File: src/design/asmb_pkg.sv
// Purpose: shared constants for the alert status and mask bank
// Assumes: 8-bit register space reached through the slave register port
// Notes: offsets are the printed register addresses
package asmb_pkg;
  // register addresses
  localparam logic [7:0] ADDR_STATUS_FOUR = 8'h81;
  localparam logic [7:0] ADDR_MASK_THREE = 8'h82;
  localparam logic [7:0] ADDR_MASK_FOUR = 8'h83;
  localparam logic [7:0] ADDR_TERM_LOW = 8'h84;
  localparam logic [7:0] ADDR_PIN_THREE = 8'h85;
  // values after reset
  localparam logic [7:0] RST_STATUS_FOUR = 8'h00;
  localparam logic [7:0] RST_MASK_THREE = 8'h00;
  localparam logic [7:0] RST_MASK_FOUR = 8'h00;
  localparam logic [7:0] RST_TERM_LOW = 8'h00;
  localparam logic [7:0] RST_PIN_THREE = 8'h80;
  // status four bit positions
  localparam int ST_COMPLETION = 0;
  localparam int ST_THERMAL_OVERLOAD_OUT_TIMER = 1;
  localparam int ST_GENERIC_ERR = 2;
  localparam int ST_SRC1 = 3;
  localparam int ST_SRC2 = 4;
  localparam int ST_SRC3 = 5;
  localparam int ST_SHORT_COUNT = 6;
  localparam int ST_TERM_SUPPLY = 7;
  // mask three bit positions
  localparam int M3_SRC0 = 0;
  localparam int M3_DATA_ERR = 1;
  localparam int M3_LINK_ERROR_MASK_A_ERR = 2;
  localparam int M3_OVERTEMP = 3;
  localparam int M3_SUMMARY_FOUR = 4;
  localparam logic [7:0] MASK_THREE_WMASK = 8'h7f;
  // pin three config bit positions
  localparam int PIN_VALUE = 5;
  localparam int PIN_POL = 6;
  localparam int PIN_DIR = 7;
  localparam logic [7:0] PIN_THREE_WMASK = 8'he0;
  // least block-read byte counts
  localparam logic [7:0] MIN_COUNT_HUB = 8'h02;
  localparam logic [7:0] MIN_COUNT_MODULES = 8'h09;
endpackage

File: src/design/asmb_top.sv
// Purpose: interrupt status four, masks three and four, supply low limit, pin three
// Assumes: register port is driven by the slave port logic, one access per pulse
// Notes: supply limit and byte count comparisons are made here; all others live elsewhere and feed the event and level inputs
`timescale 1ns/100ps
module asmb_top (
  input wire logic sys_clk,
  input wire logic reset,
  // register port
  input wire logic [7:0] reg_addr,
  input wire logic reg_wr,
  input wire logic [7:0] reg_wdata,
  input wire logic reg_rd,
  output logic [7:0] reg_rdata,
  output logic reg_rvalid,
  // event and level sources
  input wire logic completion_code_flag,
  input wire logic thermal_timer_flag,
  input wire logic generic_link_error,
  input wire logic cpu_source0_limit,
  input wire logic cpu_source1_limit,
  input wire logic cpu_source2_limit,
  input wire logic cpu_source3_limit,
  input wire logic link_data_error,
  input wire logic link_link_error_mask_a_error,
  input wire logic overtemp_event,
  input wire logic block_read_done,
  input wire logic [7:0] block_read_count,
  input wire logic module_temps_fetched,
  input wire logic term_supply_valid,
  input wire logic [7:0] term_supply_value,
  input wire logic [7:0] term_supply_high_limit,
  input wire logic out_of_limit_summary,
  // alert, fan override and pin three
  output logic alert_n,
  output logic fan_override,
  input wire logic pin_three_in,
  output logic pin_three_out,
  output logic pin_three_oe_n
);

  // alert from one group: any unmasked source, or the group summary unless masked
  function automatic logic group_alert(input logic [7:0] src, input logic [7:0] msk,
                                       input logic summary_masked);
    group_alert = (|(src & ~msk)) | ((|src) & ~summary_masked);
  endfunction

  // strobe qualified by one register address
  // shared by the clear-on-read decode and every write decode
  function automatic logic reg_hit(input logic strobe, input logic [7:0] addr,
                                   input logic [7:0] want);
    reg_hit = strobe & (addr == want);
  endfunction

  logic [7:0] status_q, status_d;
  logic [7:0] mask3_q, mask3_d;
  logic [7:0] mask4_q, mask4_d;
  logic [7:0] term_low_q, term_low_d;
  logic [7:0] pin_cfg_q, pin_cfg_d;
  logic term_viol_q, term_viol_d;
  logic pin_sample_q, pin_sample_d;
  logic [7:0] rdata_q, rdata_d;
  logic rvalid_q, rvalid_d;
  logic alert_q, alert_d;
  logic fan_q, fan_d;
  logic pin_out_q, pin_out_d;
  logic pin_oe_n_q, pin_oe_n_d;
  logic [7:0] set_vec;
  logic [7:0] src3;
  logic short_count;
  logic status_read;

  // event sources for status four
  always_comb begin
    set_vec = 8'h00;
    set_vec[asmb_pkg::ST_COMPLETION] = completion_code_flag;
    set_vec[asmb_pkg::ST_THERMAL_OVERLOAD_OUT_TIMER] = thermal_timer_flag;
    set_vec[asmb_pkg::ST_GENERIC_ERR] = generic_link_error;
    set_vec[asmb_pkg::ST_SRC1] = cpu_source1_limit;
    set_vec[asmb_pkg::ST_SRC2] = cpu_source2_limit;
    set_vec[asmb_pkg::ST_SRC3] = cpu_source3_limit;
    set_vec[asmb_pkg::ST_SHORT_COUNT] = block_read_done & short_count;
    // supply violation set, held by the level
    set_vec[asmb_pkg::ST_TERM_SUPPLY] = term_viol_q;
  end

  // least count depends on what the block read fetched
  assign short_count = module_temps_fetched ?
                       (block_read_count < asmb_pkg::MIN_COUNT_MODULES) :
                       (block_read_count < asmb_pkg::MIN_COUNT_HUB);

  assign status_read = reg_hit(reg_rd, reg_addr, asmb_pkg::ADDR_STATUS_FOUR);

  // mask three group sources, summarised separately from status four
  always_comb begin
    src3 = 8'h00;
    src3[asmb_pkg::M3_SRC0] = cpu_source0_limit;
    src3[asmb_pkg::M3_DATA_ERR] = link_data_error;
    src3[asmb_pkg::M3_LINK_ERROR_MASK_A_ERR] = link_link_error_mask_a_error;
    src3[asmb_pkg::M3_OVERTEMP] = overtemp_event;
  end

  // status four next value
  always_comb begin
    status_d = status_q;
    // sticky until read; a set in the read cycle wins
    if (status_read) begin
      // supply bit clears only once the violation is gone
      status_d = 8'h00;
    end
    // set after clear, so an event in the read cycle is never lost
    status_d = status_d | set_vec;
  end

  // status four register
  always_ff @(posedge sys_clk) begin
    if (reset) begin
      status_q <= asmb_pkg::RST_STATUS_FOUR;
    end else begin
      status_q <= status_d;
    end
  end

  // supply violation flag next value
  // refreshed only on a new measurement, so it holds between samples
  always_comb begin
    term_viol_d = term_viol_q;
    if (term_supply_valid) begin
      term_viol_d = (term_supply_value < term_low_q) |
                    (term_supply_value > term_supply_high_limit);
    end
  end

  // supply violation register
  always_ff @(posedge sys_clk) begin
    if (reset) begin
      term_viol_q <= 1'b0;
    end else begin
      term_viol_q <= term_viol_d;
    end
  end

  // mask three next value
  // bits 6:0 are stored; bit 4 doubles as the summary mask of status four
  always_comb begin
    mask3_d = mask3_q;
    // mask three write, bit 7 reads zero
    if (reg_hit(reg_wr, reg_addr, asmb_pkg::ADDR_MASK_THREE)) begin
      mask3_d = reg_wdata & asmb_pkg::MASK_THREE_WMASK;
    end
  end

  // mask three register
  always_ff @(posedge sys_clk) begin
    if (reset) begin
      mask3_q <= asmb_pkg::RST_MASK_THREE;
    end else begin
      mask3_q <= mask3_d;
    end
  end

  // mask four next value; status four itself ignores writes
  always_comb begin
    mask4_d = mask4_q;
    // mask four write, all bits stored
    if (reg_hit(reg_wr, reg_addr, asmb_pkg::ADDR_MASK_FOUR)) begin
      mask4_d = reg_wdata;
    end
  end

  // mask four register
  always_ff @(posedge sys_clk) begin
    if (reset) begin
      mask4_q <= asmb_pkg::RST_MASK_FOUR;
    end else begin
      mask4_q <= mask4_d;
    end
  end

  // supply low limit next value
  // a new limit only takes effect at the next measurement pulse
  always_comb begin
    term_low_d = term_low_q;
    if (reg_hit(reg_wr, reg_addr, asmb_pkg::ADDR_TERM_LOW)) begin
      term_low_d = reg_wdata;
    end
  end

  // supply low limit register
  always_ff @(posedge sys_clk) begin
    if (reset) begin
      term_low_q <= asmb_pkg::RST_TERM_LOW;
    end else begin
      term_low_q <= term_low_d;
    end
  end

  // pin three configuration next value
  always_comb begin
    pin_cfg_d = pin_cfg_q;
    // reserved bits 4:0 are dropped on write
    if (reg_hit(reg_wr, reg_addr, asmb_pkg::ADDR_PIN_THREE)) begin
      pin_cfg_d = reg_wdata & asmb_pkg::PIN_THREE_WMASK;
    end
    // pin level taken one cycle before it can be read back
    pin_sample_d = pin_three_in;
  end

  // pin three configuration and sample registers
  always_ff @(posedge sys_clk) begin
    if (reset) begin
      pin_cfg_q <= asmb_pkg::RST_PIN_THREE;
      pin_sample_q <= 1'b0;
    end else begin
      pin_cfg_q <= pin_cfg_d;
      pin_sample_q <= pin_sample_d;
    end
  end

  // read data; unmapped addresses answer zero, data holds between reads
  always_comb begin
    rdata_d = rdata_q;
    rvalid_d = reg_rd;
    if (reg_rd) begin
      case (reg_addr)
        asmb_pkg::ADDR_STATUS_FOUR: begin
          rdata_d = status_q;
        end
        asmb_pkg::ADDR_MASK_THREE: begin
          rdata_d = mask3_q;
        end
        asmb_pkg::ADDR_MASK_FOUR: begin
          rdata_d = mask4_q;
        end
        asmb_pkg::ADDR_TERM_LOW: begin
          rdata_d = term_low_q;
        end
        asmb_pkg::ADDR_PIN_THREE: begin
          rdata_d = pin_cfg_q;
          // input mode reads the sampled pin
          if (pin_cfg_q[asmb_pkg::PIN_DIR]) begin
            rdata_d[asmb_pkg::PIN_VALUE] = pin_sample_q;
          end
        end
        default: begin
          rdata_d = 8'h00;
        end
      endcase
    end
  end

  // read data registers
  always_ff @(posedge sys_clk) begin
    if (reset) begin
      rdata_q <= 8'h00;
      rvalid_q <= 1'b0;
    end else begin
      rdata_q <= rdata_d;
      rvalid_q <= rvalid_d;
    end
  end

  // alert from both groups
  // group three sources are levels here, so its alert drops with them
  always_comb begin
    // group three needs its masks and the outer summary mask
    // group four needs its masks and summary bit
    alert_d = group_alert(src3, mask3_q, out_of_limit_summary) |
              group_alert(status_q, mask4_q, mask3_q[asmb_pkg::M3_SUMMARY_FOUR]);
  end

  // fan override request
  always_comb begin
    // either error mask disables fan override
    fan_d = (link_data_error | link_link_error_mask_a_error) &
            ~mask3_q[asmb_pkg::M3_DATA_ERR] & ~mask3_q[asmb_pkg::M3_LINK_ERROR_MASK_A_ERR];
  end

  // pin three drive
  // the host must mask the related alert first; nothing here enforces it
  always_comb begin
    // direction one means input, pin released
    pin_oe_n_d = pin_cfg_q[asmb_pkg::PIN_DIR];
    // value through polarity; active low inverts
    pin_out_d = pin_cfg_q[asmb_pkg::PIN_POL] ? pin_cfg_q[asmb_pkg::PIN_VALUE] :
                ~pin_cfg_q[asmb_pkg::PIN_VALUE];
  end

  // output registers; reset leaves alert idle and the pin released
  always_ff @(posedge sys_clk) begin
    if (reset) begin
      alert_q <= 1'b0;
      fan_q <= 1'b0;
      pin_out_q <= 1'b0;
      pin_oe_n_q <= 1'b1;
    end else begin
      alert_q <= alert_d;
      fan_q <= fan_d;
      pin_out_q <= pin_out_d;
      pin_oe_n_q <= pin_oe_n_d;
    end
  end

  assign reg_rdata = rdata_q;
  assign reg_rvalid = rvalid_q;
  assign alert_n = ~alert_q; // open-drain style, low means alert
  assign fan_override = fan_q;
  assign pin_three_out = pin_out_q;
  assign pin_three_oe_n = pin_oe_n_q;

endmodule

File: config.mk
export PLATFORM = sky130hd
export DESIGN_NAME = asmb_top
export DESIGN_NICKNAME = d
export VERILOG_FILES = /design/src/design/asmb_pkg.sv /design/src/design/asmb_top.sv
export SDC_FILE = /design/constraint.sdc
export NUM_CORES = 1
export LEC_CHECK = 0
export BUFFER_PORTS_ARGS = -buffer_cell sky130_fd_sc_hd__buf_4
export CAP_MARGIN = 20
export CORE_MARGIN = 5
export CORE_UTILIZATION = 52
export DETAILED_ROUTE_END_ITERATION = 10
export GPL_TIMING_DRIVEN = 0
export PLACE_DENSITY = 0.87
export SKIP_LAST_GASP = 1
export SLEW_MARGIN = 20
export SYNTH_ARGS = -nofsm -noshare
export SYNTH_HDL_FRONTEND = slang
export SYNTH_SLANG_ARGS = --single-unit
File: constraint.sdc
create_clock -name sys_clk -period 1.6 [get_ports sys_clk]
set_clock_uncertainty 0.05 [all_clocks]
set_input_delay 0.24 -clock sys_clk [delete_from_list [all_inputs] [get_ports sys_clk]]
set_output_delay 0.24 -clock sys_clk [all_outputs]
set_load 0.005 [all_outputs]
==> metrics.csv <==
stage;metric;value;unit
yosys;syn_nets;355;
detailed_routing;WL per Instance;15.8;microns
die;Die H;79.2;microns
die;Initial Utilization;53.1;%
yosys;EDFF count, synth;0;
global_route;Tot GR Track Use;21.4;%
global_route;initial antenna violation count;0;
critical_path;CP Launch Type;primary input;
global_route;grt met2 use;35.9;%
global_route;largest net degree at the start of global routing;14;
global_route;met3 Track Usage GR;4.54;%
detailed_routing;Antenna Nets Post-Route;0;
yosys;Synth Warn #;0;
sta;final hold violation count;0;
cts;Num CTS Buffers;5;
placement;Detail Placement HPWL;5.17;mm
global_route;gr ovfl total;0;
critical_path;worst r2r dst;alert_q$_SDFF_PP0_;
critical_path;max incr delay on CP;0.42;ns
cts;clock latency at the later pin of the worst-skew pair;0.30;ns
die;# IOs;72;
cts;setup bufs post-CTS;0;
detailed_routing;# DRC;0;
worst_hold_path;HP Class;in -> reg;
critical_path;Max Fanout on Critical Path;8;
critical_path;CP Capture Type;register;
global_route;number of global-route vias before repair;2259;
detailed_routing;drt pass-1 iters;5;
sta;Period minus WS final;1.55;ns
final_layout;utilization after layout;67.6;%
placement;GPL Wtd Cong;0.908;
job;max_cap viols;0;
cts;CTS tree;yes;
critical_path;CP required;1.72;ns
die;die area;6280;sq um
power_and_ir_drop;VDD IR max;0.000435;V
worst_hold_path;Hold Path Sink;pin_sample_q$_SDFF_PP0_;
final_layout;Seq. cell area;981;sq um
yosys;#FFs+latches synth;49;
global_route;GR Util met1;26.6;%
cts;CTS hold repair buffers;0;
detailed_routing;Via Count;2294;
placement;IO Port Bufs;70;
yosys;synthesized area;2490;sq um
sta;count of final setup violators;0;
worst_hold_path;hold wc startpoint;pin_three_in;
final_layout;NumNets Final;432;
worst_hold_path;Worst Hold Depth;2;
final_layout;ant diodes;0;
cts;H-tree depth;2;
final_layout;fillers;382;
sta;setup TNS;0;ns
die;core area;4690;sq um
detailed_routing;via/cell ratio;5.57;
cts;Clock Sinks;49;
detailed_routing;DRT Wirelength;6.53;mm
yosys;sequential element share of the synthesized area;39.4;%
yosys;Netlist cell types;36;
final_layout;synth-to-layout area growth;27.3;%
sta;Fmax;646;MHz
sta;RSZ-0062 raised after global routing;yes;
critical_path;r2r worst-path depth;4;
critical_path;kind of critical path;in -> reg;
cts;Bufs on Longest Clock Path;2;
cts;CTS clock-pin slew for the worst setup and hold paths;0.08;ns
power_and_ir_drop;Lkg Pwr;1.53;nW
yosys;Top FF cell, synth;dfxtp_1;
final_layout;commonest non-fill, non-tap cells in the layout;buf_4, dfxtp_1, nor2_1;
sta;worst setup margin;0.0526;ns
global_route;first-pass GRT wire length;10.5;mm
critical_path;slowest CP cell;nand4_2;
yosys;Post-synth ARST share;0;%
global_route;global route hottest layer;met2;
run_status;status;finished, final reports clean;
critical_path;flop2flop setup slack;0.14;ns
detailed_routing;Iter 0 DRT Violations;218;
power_and_ir_drop;power density over cell area;738;nW/um^2
critical_path;Worst EP arrival;1.67;ns
sta;Pins Over Slew Limit;0;
cts;Root Driver;clkbuf_8;
yosys;syn_area_per_cell;8.87;sq um
critical_path;critical path, cell by cell;buf_4 -> nand2b_1 -> nor4_4 -> nand4_2 -> mux2i_1 -> nor2_1;
sta;Worst Max-Slew Pin Slew;0.559;ns
die;Die Wd;79.2;microns
yosys;Synth Instances;281;
sta;final period utilization;96.7;%
sta;Slew headroom;62.7;%
placement;Place WS;-0.269;ns
critical_path;Reg2Reg Launch Point;status_q[2]$_SDFF_PP0_;
final_layout;layout cells sized above 1;23.5;%
die;num rows;25;
final_layout;commonest non-fill, non-tap cell in the layout;buf_4;
final_layout;footprint of the multi-input gates;1340;sq um
==> logic make-up (layout without fill, tap and decap cells) <==
logic type	Yosys count	after routing	synth area share [%]
flops	49	49	39.4
xor+xnor	1	1	0.351
buf+inv	43	120	6.93
simple gates	77	77	15.8
mux	34	34	13.7
compound gates	62	62	16.4
fa+ha+maj	15	15	7.53
==> area by class of cell <==
| class | instances | area share, % |
|---|---|---|
| buffer | 11 | 1.66 |
| sequential | 49 | 30.9 |
| timing repair buffer | 70 | 16.6 |
| clock buffer | 7 | 2.72 |
| tap | 54 | 2.13 |
| multi-input combinational | 189 | 42.2 |
| inverter | 32 | 3.79 |
==> synth_stat cells, types with 2 or more instances <==
master,n,area (sq um)
nor3_1,3,15.0
ha_1,15,188
o22ai_1,9,56.3
nand4_2,2,25.0
a211oi_1,2,15.0
inv_1,32,120
a22oi_1,7,52.6
dfxtp_1,49,981
nor4_1,5,31.3
a21oi_1,19,95.1
clkbuf_1,7,26.3
o32ai_1,2,17.5
buf_2,3,15.0
nor2_1,45,169
nand2b_1,4,25.0
o2bb2ai_1,2,17.5
mux2i_1,34,340
o21ai_0,6,30.0
nand4_1,3,18.8
nor2b_1,7,43.8
nand2_1,5,18.8
a22o_1,6,52.6
==> power breakdown <==
part	switching, mW	total (mW)	internal (mW)
Combinational	0.164	0.343	0.178
Sequential	0.0201	1.26	1.24
Clock	0.391	0.735	0.344
Total	0.576	2.34	1.76
==> sequential cells by signal (all words and copies together) (netlist names) <==
name	count
alert_q	1
fan_override	1
mask3_q	7
mask4_q	8
pin_cfg_q	3
pin_sample_q	1
pin_three_oe_n	1
pin_three_out	1
reg_rdata	8
reg_rvalid	1
status_q	8
term_low_q	8
term_viol_q	1
==> critical path: cells and delay by family <==
kind / cells / cell delay (ns)
AND/OR/NAND/NOR: 4 / 1.05
multiplexers: 1 / 0.26
buffers and inverters: 1 / 0.11
==> layer usage <==
| layer | vias up | wire (microns) |
|---|---|---|
| met4 | 0 | 140 |
| met5 | - | 0 |
| met1 | 1060 | 2760 |
| met2 | 82 | 3240 |
| li1 | 1137 | - |
| met3 | 15 | 381 |
==> metrics by stage <==
stage / instance area [sq um] / cells / hold slack, ns / total power, mW
2_1_floorplan: 2490 / 281 / 0.307 / 1.44
3_3_place_gp: 3090 / 405 / 0.393 / 1.62
3_5_place_dp: 3090 / 405 / 0.401 / 1.63
4_1_cts: 3170 / 412 / 0.0904 / 2.35
5_1_grt: 3170 / 412 / 0.0928 / 2.44
6_report: 3170 / 412 / 0.0911 / 2.34
==> worst max path at each step <==
stage	from	to	depth (start not counted)
2_1_floorplan	reg_addr[6]	mask3_q[0]$_SDFFE_PP0P_	6
3_3_place_gp	reg_addr[6]	term_low_q[5]$_SDFFE_PP0P_	6
3_5_place_dp	reg_addr[6]	term_low_q[6]$_SDFFE_PP0P_	6
4_1_cts	reg_addr[6]	mask4_q[3]$_SDFFE_PP0P_	6
5_1_grt	reg_addr[6]	mask4_q[0]$_SDFFE_PP0P_	6
6_report	reg_addr[6]	term_low_q[3]$_SDFFE_PP0P_	6
==> what timing repair did <==
action                                  4_1_cts  5_1_grt
endpoints found under the setup margin        0       16
endpoints found under the hold margin         0        0
gates resized for setup                       0        0
No activity file was read; power rests on OpenSTA's default activity.
